==> config.mk <==
export PLATFORM = sky130hd
export DESIGN_NAME = cfl_link_core
export DESIGN_NICKNAME = d
export VERILOG_FILES = /design/src/design/cfl_rr_arbiter.v /design/src/design/cfl_cell_crc.v /design/src/design/cfl_link_core.v
export VERILOG_INCLUDE_DIRS = /design/src /design/src/design
export SDC_FILE = /design/constraint.sdc
export NUM_CORES = 1
export LEC_CHECK = 0
export BUFFER_PORTS_ARGS = -buffer_cell sky130_fd_sc_hd__buf_2
export CELL_PAD_IN_SITES_DETAIL_PLACEMENT = 0
export CELL_PAD_IN_SITES_GLOBAL_PLACEMENT = 2
export CORE_ASPECT_RATIO = 0.5
export CORE_MARGIN = 1
export CORE_UTILIZATION = 32
export DETAILED_ROUTE_END_ITERATION = 6
export HOLD_SLACK_MARGIN = 0.06
export PLACE_DENSITY = 0.86
export SETUP_SLACK_MARGIN = 0.4
export SLEW_MARGIN = 5
export SYNTH_ARGS = -nofsm -noshare
export SYNTH_HDL_FRONTEND = slang
export SYNTH_SLANG_ARGS = --single-unit
==> constraint.sdc <==
create_clock -name core_clk_in -period 4.1 [get_ports core_clk_in]
set_input_delay 0.205 -clock core_clk_in [delete_from_list [all_inputs] [get_ports core_clk_in]]
set_output_delay 0.205 -clock core_clk_in [all_outputs]
set_load 0.05 [all_outputs]
==> src/design/cfl_regs.vh <==
// constants for the cell-based frame link transmit core
`ifndef CFL_REGS_VH
`define CFL_REGS_VH

// ****************************************
// register byte offsets
// ****************************************
`define CFL_OFF_CTRL 4'h0
`define CFL_OFF_STATUS 4'h4
`define CFL_OFF_MASK 4'h8
`define CFL_OFF_STATE 4'hc

// ****************************************
// field positions and reset values
// ****************************************
`define CFL_CTRL_EN 0
`define CFL_CTRL_RST 32'h0000_0001
`define CFL_ST_FRAME 0
`define CFL_ST_OPC 1
`define CFL_ST_PAUSE 2
`define CFL_ST_W 3
`define CFL_MASK_RST 3'h0

// ****************************************
// link control codes, upper byte of a control word
// ****************************************
`define CFL_K_IDLE 8'hbc
`define CFL_K_SOC 8'h5c
`define CFL_K_OPC 8'h7c

// ****************************************
// cell check polynomial and seed
// ****************************************
`define CFL_CRC_POLY 16'h1021
`define CFL_CRC_SEED 16'hffff

// ****************************************
// timing and fixed sizes
// ****************************************
`define CFL_CLK_NS 4
`define CFL_CHANNELS 4
`define CFL_SEQ_W 5

`endif

==> src/design/cfl_rr_arbiter.v <==
// round robin picker over the four channels
`timescale 1ns/10ps
`default_nettype none

module cfl_rr_arbiter (
  input wire [3:0] req_in,
  input wire [1:0] last_in,
  output reg grant_vld_out,
  output reg [1:0] grant_ch_out
);

  // ****************************************
  // search starts one past the last grant
  // ****************************************
  reg [1:0] idx; // candidate channel
  integer k; // search step

  // first requester after the last winner wins
  always @* begin
    idx = 2'h0;
    grant_vld_out = 1'b0;
    grant_ch_out = 2'h0;
    for (k = 4; k >= 1; k = k - 1) begin
      idx = last_in + k[1:0];
      if (req_in[idx]) begin
        grant_vld_out = 1'b1;
        grant_ch_out = idx;
      end
    end
  end

endmodule

`default_nettype wire

==> src/design/cfl_cell_crc.v <==
// one-word step of the cell check sum
`timescale 1ns/10ps
`default_nettype none
`include "cfl_regs.vh"

module cfl_cell_crc #(
  parameter W = 16
) (
  input wire [15:0] crc_in,
  input wire [W-1:0] data_in,
  output reg [15:0] crc_out
);

  // ****************************************
  // bit-serial fold, msb first
  // ****************************************
  integer b; // bit index
  reg fb; // feedback bit

  // shift every data bit through the polynomial
  always @* begin
    crc_out = crc_in;
    fb = 1'b0;
    for (b = W - 1; b >= 0; b = b - 1) begin
      fb = crc_out[15] ^ data_in[b];
      crc_out = {crc_out[14:0], 1'b0};
      if (fb) begin
        crc_out = crc_out ^ `CFL_CRC_POLY;
      end
    end
  end

endmodule

`default_nettype wire

==> src/design/cfl_link_core.v <==
// transmit core: channels into checked cells on the serial link
//
// Implementation choices: the address map and the Avalon-MM interface to the registers.
`timescale 1ns/10ps
`default_nettype none
`include "cfl_regs.vh"

module cfl_link_core #(
  parameter lane_count_param = 1,
  parameter channel_interleave_param = 1,
  parameter payload_counter_msb = 7
) (
  input wire core_clk_in,
  input wire sys_rst_in,
  input wire transmit_side_clear_in,
  input wire frame_state_clear_in,
  input wire [3:0] channel_word_valid_in,
  input wire [3:0] channel_sof_in,
  input wire [3:0] channel_eof_in,
  input wire [3:0] channel_eofe_in,
  input wire [4*16*lane_count_param-1:0] channel_data_in,
  input wire [3:0] channel_threshold_high_in,
  input wire [3:0] channel_threshold_full_in,
  input wire [7:0] sideband_user_byte_in,
  input wire sideband_code_strobe_in,
  input wire [7:0] sideband_code_value_in,
  output reg [3:0] channel_word_accept_out,
  output reg [16*lane_count_param-1:0] link_data_out,
  output reg link_ctrl_out,
  input wire [3:0] avs_address,
  input wire avs_read,
  input wire avs_write,
  input wire [31:0] avs_writedata,
  output reg [31:0] avs_readdata,
  output reg avs_waitrequest,
  output reg irq_out
);

  // ****************************************
  // sizes and states
  // ****************************************
  localparam W = 16 * lane_count_param;
  localparam PW = payload_counter_msb + 1; // payload counter width
  localparam [PW-1:0] PMAX = {PW{1'b1}}; // words per cell, 255 at msb 7
  localparam [2:0] ST_IDLE = 3'h0;
  localparam [2:0] ST_HDR0 = 3'h1;
  localparam [2:0] ST_HDR1 = 3'h2;
  localparam [2:0] ST_PAY = 3'h3;
  localparam [2:0] ST_TRL = 3'h4;
  localparam [2:0] ST_CRC = 3'h5;

  // ****************************************
  // state
  // ****************************************
  reg [2:0] state; // cell sequencer
  reg [2:0] next_state;
  reg [1:0] cur_ch; // channel owning the cell
  reg [1:0] next_ch;
  reg [1:0] last_ch; // last round robin winner
  reg [PW-1:0] pay_cnt; // words in this cell
  reg [PW-1:0] next_pay_cnt;
  reg [3:0] in_frame; // frame open per channel
  reg [3:0] next_in_frame;
  reg [`CFL_SEQ_W-1:0] seq [0:3]; // cell sequence per channel
  reg [15:0] crc; // running cell check
  reg [15:0] next_crc;
  reg op_pend; // opcode waiting for a slot
  reg [7:0] op_code; // latched opcode
  reg cell_eof; // trailer marks
  reg cell_eofe;
  reg next_eof;
  reg next_eofe;
  reg [W-1:0] next_data;
  reg next_ctrl;
  reg [3:0] next_accept;
  reg [`CFL_ST_W-1:0] ev; // events this cycle
  reg tx_en; // software enable for new cells
  reg [`CFL_ST_W-1:0] irq_st; // sticky events
  reg [`CFL_ST_W-1:0] irq_mask;
  reg [`CFL_ST_W-1:0] next_st;
  reg [`CFL_ST_W-1:0] st_clr;
  wire clr = transmit_side_clear_in;
  wire [W-1:0] sel_data = channel_data_in[cur_ch*W +: W];
  wire sel_valid = channel_word_valid_in[cur_ch];
  wire take = channel_word_accept_out[cur_ch] & sel_valid;
  wire [15:0] crc_step;
  wire gnt_vld;
  wire [1:0] gnt_ch;
  reg [3:0] arb_req;
  reg [2:0] lock_k; // lock search index
  integer i;
  integer j; // sequence reset index, kept apart from the accept loop

  // ****************************************
  // arbitration and check sum
  // ****************************************
  // non-interleave: an open frame keeps the link
  always @* begin
    arb_req = channel_word_valid_in;
    if (channel_interleave_param == 0) begin
      for (lock_k = 3'h0; lock_k < 3'h4; lock_k = lock_k + 3'h1) begin
        if (in_frame[lock_k[1:0]]) begin
          arb_req = channel_word_valid_in & (4'h1 << lock_k[1:0]);
        end
      end
    end
  end

  cfl_rr_arbiter u_arb (
    .req_in(arb_req),
    .last_in(last_ch),
    .grant_vld_out(gnt_vld),
    .grant_ch_out(gnt_ch)
  );

  cfl_cell_crc #(.W(W)) u_crc (
    .crc_in(crc),
    .data_in(next_data),
    .crc_out(crc_step)
  );

  // ****************************************
  // sequencer next state and link word
  // ****************************************
  always @* begin
    next_state = state;
    next_ch = cur_ch;
    next_pay_cnt = pay_cnt;
    next_in_frame = in_frame;
    next_crc = crc;
    next_eof = cell_eof;
    next_eofe = cell_eofe;
    next_data = {W{1'b0}};
    next_ctrl = 1'b1;
    ev = {`CFL_ST_W{1'b0}};
    if (op_pend) begin
      // opcode takes this slot, cells hold still
      next_data[15:0] = {`CFL_K_OPC, op_code};
      ev[`CFL_ST_OPC] = 1'b1;
    end else begin
      case (state)
        ST_IDLE: begin
          next_data[15:0] = {`CFL_K_IDLE, 8'h00};
          if (gnt_vld && tx_en) begin
            next_ch = gnt_ch;
            next_state = ST_HDR0;
          end
        end
        ST_HDR0: begin
          // start of cell carries the sideband byte
          next_data[15:0] = {`CFL_K_SOC, sideband_user_byte_in};
          next_crc = `CFL_CRC_SEED;
          next_state = ST_HDR1;
        end
        ST_HDR1: begin
          // thresholds, channel, frame start, sequence
          next_ctrl = 1'b0;
          next_data[15:0] = {channel_threshold_full_in[1], channel_threshold_high_in[1],
            channel_threshold_full_in[0], channel_threshold_high_in[0],
            channel_threshold_full_in[3], channel_threshold_high_in[3],
            channel_threshold_full_in[2], channel_threshold_high_in[2],
            cur_ch, channel_sof_in[cur_ch],
            channel_sof_in[cur_ch] ? {`CFL_SEQ_W{1'b0}} : seq[cur_ch]};
          next_crc = crc_step;
          next_pay_cnt = {PW{1'b0}};
          next_eof = 1'b0;
          next_eofe = 1'b0;
          next_state = ST_PAY;
        end
        ST_PAY: begin
          next_ctrl = 1'b0;
          if (take) begin
            next_data = sel_data;
            next_crc = crc_step;
            next_pay_cnt = pay_cnt + {{(PW-1){1'b0}}, 1'b1};
            next_in_frame[cur_ch] = ~channel_eof_in[cur_ch];
            if (channel_eof_in[cur_ch]) begin
              next_eof = 1'b1;
              next_eofe = channel_eofe_in[cur_ch];
              next_state = ST_TRL;
            end else if (next_pay_cnt == PMAX) begin
              next_state = ST_TRL;
            end
          end else if (channel_word_accept_out[cur_ch]) begin
            // user paused: close cell, frame resumes later
            next_data[15:0] = {`CFL_K_IDLE, 8'h00};
            next_ctrl = 1'b1;
            next_state = ST_TRL;
            ev[`CFL_ST_PAUSE] = 1'b1;
          end else begin
            next_data[15:0] = {`CFL_K_IDLE, 8'h00};
            next_ctrl = 1'b1;
          end
        end
        ST_TRL: begin
          // end marks close the protected part
          next_ctrl = 1'b0;
          next_data[15:0] = {cell_eof, cell_eofe, 6'h00, 8'h00};
          next_crc = crc_step;
          next_state = ST_CRC;
        end
        ST_CRC: begin
          next_ctrl = 1'b0;
          next_data[15:0] = crc;
          next_state = ST_IDLE;
          ev[`CFL_ST_FRAME] = cell_eof;
        end
        default: begin
          next_state = ST_IDLE;
        end
      endcase
    end
    if (frame_state_clear_in) begin
      // frame state drops, idle words keep the link up
      next_state = ST_IDLE;
      next_in_frame = 4'h0;
    end
  end

  // accept only in payload, never under a pending opcode
  always @* begin
    next_accept = 4'h0;
    for (i = 0; i < 4; i = i + 1) begin
      if (next_state == ST_PAY && next_ch == i[1:0] && !clr &&
          !sideband_code_strobe_in && !(op_pend && state != ST_PAY)) begin
        next_accept[i] = 1'b1;
      end
    end
  end

  // ****************************************
  // sequencer registers
  // ****************************************
  always @(posedge core_clk_in or posedge sys_rst_in) begin
    if (sys_rst_in) begin
      state <= ST_IDLE;
      cur_ch <= 2'h0;
      last_ch <= 2'h3;
      pay_cnt <= {PW{1'b0}};
      in_frame <= 4'h0;
      crc <= `CFL_CRC_SEED;
      cell_eof <= 1'b0;
      cell_eofe <= 1'b0;
      op_pend <= 1'b0;
      op_code <= 8'h00;
      channel_word_accept_out <= 4'h0;
      link_data_out <= {W{1'b0}};
      link_ctrl_out <= 1'b1;
    end else if (clr) begin
      state <= ST_IDLE;
      cur_ch <= 2'h0;
      last_ch <= 2'h3;
      pay_cnt <= {PW{1'b0}};
      in_frame <= 4'h0;
      crc <= `CFL_CRC_SEED;
      cell_eof <= 1'b0;
      cell_eofe <= 1'b0;
      op_pend <= 1'b0;
      channel_word_accept_out <= 4'h0;
      link_data_out <= {W{1'b0}};
      link_ctrl_out <= 1'b1;
    end else begin
      state <= next_state;
      cur_ch <= next_ch;
      if (state == ST_IDLE && next_state == ST_HDR0) begin
        last_ch <= next_ch;
      end
      pay_cnt <= next_pay_cnt;
      in_frame <= next_in_frame;
      crc <= next_crc;
      cell_eof <= next_eof;
      cell_eofe <= next_eofe;
      // strobe latched; one cycle of stall sends it
      if (sideband_code_strobe_in) begin
        op_pend <= 1'b1;
        op_code <= sideband_code_value_in;
      end else begin
        op_pend <= 1'b0;
      end
      channel_word_accept_out <= next_accept;
      link_data_out <= next_data;
      link_ctrl_out <= next_ctrl;
    end
  end

  // per-channel sequence: restart on frame start, step per cell
  always @(posedge core_clk_in or posedge sys_rst_in) begin
    if (sys_rst_in) begin
      for (j = 0; j < 4; j = j + 1) begin
        seq[j] <= {`CFL_SEQ_W{1'b0}};
      end
    end else if (clr || frame_state_clear_in) begin
      for (j = 0; j < 4; j = j + 1) begin
        seq[j] <= {`CFL_SEQ_W{1'b0}};
      end
    end else if (state == ST_HDR1 && !op_pend) begin
      seq[cur_ch] <= (channel_sof_in[cur_ch] ? {`CFL_SEQ_W{1'b0}} : seq[cur_ch])
        + {{(`CFL_SEQ_W-1){1'b0}}, 1'b1};
    end
  end

  // ****************************************
  // register bus slave
  // ****************************************
  wire req = (avs_read | avs_write) & avs_waitrequest;
  wire wr_go = avs_write & ~avs_waitrequest;

  // write-one clears only on the status offset
  always @* begin
    st_clr = {`CFL_ST_W{1'b0}};
    if (wr_go && avs_address == `CFL_OFF_STATUS) begin
      st_clr = avs_writedata[`CFL_ST_W-1:0];
    end
    next_st = (irq_st & ~st_clr) | ev; // set wins
  end

  // one wait cycle, then data and write take effect
  always @(posedge core_clk_in or posedge sys_rst_in) begin
    if (sys_rst_in) begin
      avs_waitrequest <= 1'b1;
      avs_readdata <= 32'h0000_0000;
      tx_en <= 1'b1;
      irq_mask <= `CFL_MASK_RST;
      irq_st <= {`CFL_ST_W{1'b0}};
      irq_out <= 1'b0;
    end else begin
      avs_waitrequest <= ~req;
      irq_st <= next_st;
      irq_out <= |(next_st & irq_mask);
      if (req && avs_read) begin
        case (avs_address)
          `CFL_OFF_CTRL: avs_readdata <= {31'h0, tx_en};
          `CFL_OFF_STATUS: avs_readdata <= {29'h0, irq_st};
          `CFL_OFF_MASK: avs_readdata <= {29'h0, irq_mask};
          `CFL_OFF_STATE: avs_readdata <= {20'h0, in_frame, 1'b0, op_pend, cur_ch,
            1'b0, state};
          default: avs_readdata <= 32'h0000_0000;
        endcase
      end
      if (wr_go && avs_address == `CFL_OFF_CTRL) begin
        tx_en <= avs_writedata[`CFL_CTRL_EN];
      end
      if (wr_go && avs_address == `CFL_OFF_MASK) begin
        irq_mask <= avs_writedata[`CFL_ST_W-1:0];
      end
    end
  end

endmodule

`default_nettype wire

== After elaboration in Yosys (flattened, before gate mapping) ==
Cells that the tools add are included.

* Bits in registers: 128
* Bits of input ports: 147
* Output and inout port bits: 55
* Word-level logic and storage cells: 265

* Add/subtract/negate cells: 5
* Magnitude comparators: 8
* Equal/unequal tests: 19
* Shift-type cells: 1
* Mux-type cells: 116
* Bitwise gates (word level): 45
* Reductions and logical operators: 48

{| class="wikitable"
|+ Operator list
! operator !! number
|-
| $mux W13 || 16
|-
| $mux W16 || 6
|-
| $pmux W16 S6 || 1
|-
| $shiftx A64 B7 Y16 || 1
|-
| $not A3 Y3 || 17
|-
| $pmux W12 S4 || 1
|-
| $pmux W16 S3 || 1
|-
| $mux W20 || 2
|-
| $mux W1 || 38
|-
| $mux W3 || 9
|-
| $logic_and A1 B1 Y1 || 26
|-
| $mux W4 || 6
|-
| $mux W8 || 3
|-
| $bwmux W20 || 1
|-
| $mux W2 || 10
|-
| $mux W5 || 4
|-
| $bmux W1 S2 || 9
|-
| $pmux W8 S2 || 1
|-
| $xor A1 B1 Y1 || 16
|-
| $lt A2 B3 Y1 const B || 5
|-
| $pmux W3 S5 || 1
|-
| $bmux W5 S2 || 1
|-
| $demux W5 S2 || 1
|-
| $eq A3 B2 Y1 const B || 3
|-
| 39 further kinds || 63
|}

== Longest topological paths before layout ==
* Depth in word-level cells: 43
* Depth in mapped cells: 13
* Depth with buffers taken out: 11

== Cells and area by module ==
A second synthesis with hierarchy kept.

* Cells, all modules: 688
* Area total of the unflattened synthesis: 6,845.3 µm²

{| class="wikitable"
|+ Modules (own cells, without submodules)
! module !! times used !! cells each !! area each (µm²) !! seq. area each (µm²)
|-
| cfl_link_core || 1 || 623 || 6,187.2 || 2,678.8
|-
| cfl_cell_crc || 1 || 51 || 566.8 || 0.0
|-
| cfl_rr_arbiter || 1 || 14 || 91.3 || 0.0
|}

== Worst setup path after synthesis ==
No wires, ideal clock.

* Kind: reg2reg
* Start point: reg channel_word_accept_out[3]
* End point: reg crc[12]
* Setup time: 0.094 ns
* Arrival time: 3.113 ns
* Required time: 4.006 ns
* Setup slack: 0.892 ns
* Stages on the path, launching flop included: 12
* Buffers on the path: 1
* Clock period less this slack: 3.208 ns
* Cells stage by stage: dfrtp_1 > mux4_2 > and3_4 > buf_6 > and2_1 > a221oi_1 > o21ai_0 > xnor3_1 > xor2_1 > xnor2_1 > nor3_1 > a311oi_1

* Word-level cells in the longest chain between the ends: 26
* Elaborated cells on any way between the ends: 39
* Those cells by class: eq/ne (1); mux (25); bitwise (12); reduce/logical (1)

{| class="wikitable"
|+ Ends and longest elaborated chain
! what !! line !! text
|-
| from (decl) || cfl_link_core.v:27 || <nowiki>output reg [3:0] channel_word_accept_out,</nowiki>
|-
| from (signal assigned) || cfl_link_core.v:280 || <nowiki>channel_word_accept_out <= next_accept;</nowiki>
|-
| $bmux W1 S2 (*) || cfl_link_core.v:85 || <nowiki>wire take = channel_word_accept_out[cur_ch] & sel_valid;</nowiki>
|-
| $mux W1 (implied by the code) (*) || cfl_link_core.v:85 ||
|-
| $and A1 B1 Y1 (*) || cfl_link_core.v:85 ||
|-
| $mux W16 || cfl_link_core.v:172 || <nowiki>if (take) begin</nowiki>
|-
| $pmux W16 S6 || cfl_link_core.v:141 || <nowiki>case (state)</nowiki>
|-
| $mux W16 || cfl_link_core.v:136 || <nowiki>if (op_pend) begin</nowiki>
|-
| $xor A1 B1 Y1 || cfl_cell_crc.v:25 || <nowiki>fb = crc_out[15] ^ data_in[b];</nowiki>
|-
| $mux W13 (5 in series) || cfl_cell_crc.v:27 || <nowiki>if (fb) begin</nowiki>
|-
| $not A3 Y3 (no source line) || -- ||
|-
| $mux W13 (7 in series) || cfl_cell_crc.v:27 ||
|-
| $not A3 Y3 (no source line) || -- ||
|-
| $mux W13 || cfl_cell_crc.v:27 ||
|-
| $mux W16 || cfl_link_core.v:172 ||
|-
| $pmux W16 S3 || cfl_link_core.v:141 ||
|-
| $mux W16 || cfl_link_core.v:136 ||
|-
| $mux W16 || cfl_link_core.v:249 || <nowiki>end else if (clr) begin</nowiki>
|-
| to (signal assigned) || cfl_link_core.v:241 || <nowiki>crc <= `CFL_CRC_SEED;</nowiki>
|-
| to (signal assigned) || cfl_link_core.v:255 || <nowiki>crc <= `CFL_CRC_SEED;</nowiki>
|-
| to (signal assigned) || cfl_link_core.v:270 || <nowiki>crc <= next_crc;</nowiki>
|-
| to (decl) || cfl_link_core.v:65 || <nowiki>reg [15:0] crc;</nowiki>
|}

Mark *: on every way between the ends. The rest lies on a longest branch, timed or not. The select of a mux whose other input is x is not followed.
A chain may end at the register's enable or synchronous reset.

== Worst setup path after layout ==
* Start point: reg cur_ch[0]
* End point: reg crc[12]

* Word-level cells in the longest chain between the ends: 26
* Elaborated cells on any way between the ends: 49
* Those cells by class: eq/ne (1); shift (1); mux (33); bitwise (13); reduce/logical (1)

{| class="wikitable"
|+ Ends and longest elaborated chain
! what !! line !! text
|-
| from (decl) || cfl_link_core.v:57 || <nowiki>reg [1:0] cur_ch;</nowiki>
|-
| from (signal assigned) || cfl_link_core.v:264 || <nowiki>cur_ch <= next_ch;</nowiki>
|-
| branches (longest 26 deep; another with $shiftx A64 B7 Y16) || -- ||
|}

Several ways; the timed one is not identified. The select of a mux whose other input is x is not followed.

==> flow_summary.toml <==
[global_route]
met1_usage_pct = 27.4
grt_util_met2_pct = 27.1
grt_pass1_wl_um = 30200
grt_max_degree = 85
grt_remaining_overflow = 0
grt.total_usage_pct = 18.1
grt-busiest-layer = "met1"
first_global_vias = 5412
antenna_found_initial = 1
use_met3_pct = 2.45

[timing]
setup_tns_ps = 0
tightestPinTransition_ps = 1050
max_slew_margin_pct = 29.2
finalSetupViolCount = 0
timing.final.crit_share_pct = 85.0
min_period_ps = 3480
finalClockSkew_ps = 5.93
slew_viol_final = 0
grt_setup_unrepaired = "no"
final_hold_viol_count = 0
worst_slack_ps = 617
fmax_mhz = 287

[synthesis]
netlist.area_leader.share_pct = 32.1
synth_seq_area_share_pct = 40.5
synth_xor_area_share_pct = 8.40
synthTopCellsByArea = "dfrtp_1 (32%), dfstp_2 (8.3%), mux4_2 (8.2%), nor2_1 (5.4%), xnor2_1 (3.7%)"
ys_dominant_reg_cell = "dfrtp_1"
yosysTopAreaCell = "dfrtp_1"
synth_top_family_by_area = "simple AND/OR/NAND/NOR gates"
synthAdderAreaFrac_pct = 0.567
ys_warn_count = 0
synthCells = 647
yosysUniqueCellTypes = 73
synth_edf_count = 0
synth.avg_cell_area_um2 = 10.2
synth_area_um2 = 6620
async_flop_share_pct = 100
synth_compound_area_share_pct = 13.8
yosys.area_share.simple_pct = 15.8
synth_seq_cells = 106
synth_mux_area_share_pct = 15.4

[hold_path]
holdPathEnd = "in_frame[2]$_DFFE_PP0P_"
hold_path.class = "in2reg"
min_from = "channel_eof_in[2]"
hold_depth = 2

[final_layout]
layout-drive-gt1-share_pct = 34.3
synthToLayoutAreaGrowth_pct = 20.9
utilization_pct = 40.3
nets = 944
final_cell_mix = "buf_2 (150), nor2_1 (96), dfrtp_1 (83)"
fillerInstances = 1986
layout_commonest_cell = "buf_2"

[routing]
routed_wl_um = 18700
detail_route.wl_per_cell_um = 17.6
dr.pass1.iters = 6
vias = 5413
drtAntennaViolNets = 0
drt_iter0_markers = 390
drcViolationCount = 0
viasPerCell = 5.08

[worst_setup_path]
required_ps = 4360
rr_startpoint = "cur_ch[0]$_DFF_PP0_"
arrival_ps = 3740
crit_path_start_kind = "register"
cp.depth = 10
r2r-end = "crc[12]$_DFFE_PP1P_"
ff2ff_setup_slack_ps = 620
slowest_delay_ps = 550
path_delay_family = "XOR/XNOR gates"
cp_common_cell = "xnor2_1"
critical_path.slowest_cell = "dfrtp_4"
critPathKind = "reg2reg"
critPathBufInv = 0
crit_fanout = 12
endpoint_kind = "register"
crit_chain = "mux4_2 > nand3b_4 > a211oi_4 > xnor2_1 > xnor2_2 > xnor3_1 > xor2_2 > xnor2_1 > nor3_1 > a311oi_1"
rr_worst_depth = 10

[floorplanning]
initial_utilization_pct = 33.3
core_um2 = 19900
die_area_um2 = 21300
dieHeight_um = 104
rows = 36
die_w_um = 205
ios = 202

[outcome]
status = "finished, final reports clean"

[job]
maxCapViolCount = 0

[clock_network]
insertion_delay_ps = 350
cts_tree = "built"
clock_sinks = 106
clk_path_buf_depth = 2
root_buffer = "clkbuf_16"
path_clk_slew_ps = 70
cts_buffers = 9
cts_max_level = 3

[power_and_ir_drop]
power.density_nw_per_um2 = 326
peakVddDrop_uv = 199
leakage_nw = 3.53

[place]
dp_hpwl_um = 14200
gp_congestion = 0.926
port_buffers = 150
dp_slack_ps = 325
cells by family after synthesis:
logic type               after synthesis
AND/OR/NAND/NOR                      219
flip-flops                           106
XOR/XNOR                              51
multiplexers                          65
adder cells (fa/ha/maj)                3
AO/OA/AOI/OAI                        133
buffers and inverters                 69
other                                  1
worst reg2reg max path: cells and delay by family, from the launching register on:
| kind | cells | cell delay (ps) |
|---|---|---|
| muxes | 1 | 540 |
| and+or+nand+nor | 2 | 240 |
| AOI/OAI and AO/OA | 2 | 600 |
| DFF | 1 | 550 |
| xor gates and xnor gates | 5 | 1470 |
power by group:
group	total [W]	internal, W	switching (W)
clock network	0.000928	0.000535	0.000393
logic	0.000554	0.000226	0.000328
registers	0.00113	0.00109	0.0000342
registers in the layout (all words and copies together), names as in the netlist, 2 cells and up:
signal / count
channel_word_accept_out: 4
irq_st: 3
seq: 20
cur_ch: 2
last_ch: 2
pay_cnt: 8
in_frame: 4
avs_readdata: 10
crc: 16
irq_mask: 3
link_data_out: 16
state: 3
op_code: 8
layer usage:
metal / vias to the layer above / part of all wire [%] / routed length (µm)
met2: 129 / 45 / 8500
met5: - / 0 / 0
met1: 2708 / 49 / 9220
met4: 0 / 1.3 / 239
met3: 18 / 4.1 / 764
li1: 2558 / - / -
Yosys cell counts (4+ instances only):
library cell  instances
xor2_1               11
nand2b_1             12
a211oi_1              8
xnor2_1              28
nand3b_1              5
or2_2                 4
mux4_2               24
clkbuf_1             24
a22oi_1               8
nand2_1              44
xnor2_2               7
nor2b_1              16
inv_1                 9
dfstp_2              21
nor3_1                9
nand3_1              11
a21oi_1              35
a21o_1                5
mux2_2               17
a22o_1                7
o21ai_0              26
buf_2                 5
nor2_1               96
mux2i_1              21
a31oi_1               4
buf_4                22
dfrtp_1              85
buf_1                 6
area by class of cell:
type                    count  area, µm²  area share (%)
flip-flops and latches    106       2680            33.6
repair buffers            174        953            11.9
diodes                      1       2.50          0.0313
well taps                 266        333            4.16
clock inverters             4       77.6           0.970
multi-input cells         493       3670            45.9
inverters                  10       40.0           0.501
clock buffers              11        233            2.91
through the flow:
stage               hold WS, ps  cell area, µm²  total power, W  std cells
finish                     87.7            8000         0.00261       1065
detailed placement          385            7600         0.00169       1042
global placement            381            7600         0.00169       1042
floorplan                   268            6700         0.00154        668
CTS                        69.5            7960         0.00263       1061
global route               79.9            8000         0.00272       1065
worst max path at each step:
stage | start | slack [ps] | to
global placement | cur_ch[0]$_DFF_PP0_ | 380 | crc[14]$_DFFE_PP1P_
global route | cur_ch[0]$_DFF_PP0_ | 400 | crc[14]$_DFFE_PP1P_
detailed placement | cur_ch[0]$_DFF_PP0_ | 330 | crc[14]$_DFFE_PP1P_
floorplan | channel_word_accept_out[3]$_DFF_PP0_ | 890 | crc[12]$_DFFE_PP1P_
CTS | cur_ch[0]$_DFF_PP0_ | 460 | crc[12]$_DFFE_PP1P_
finish | cur_ch[0]$_DFF_PP0_ | 620 | crc[12]$_DFFE_PP1P_
repair_timing:
item,in CTS,in global routing
hold buffers,4,0
endpoints found under the hold margin,3,0
pin swaps,0,1
setup endpoints to repair,4,5
setup buffers,0,3
resized for setup,2,3
No activity file was read; power rests on OpenSTA's default activity.
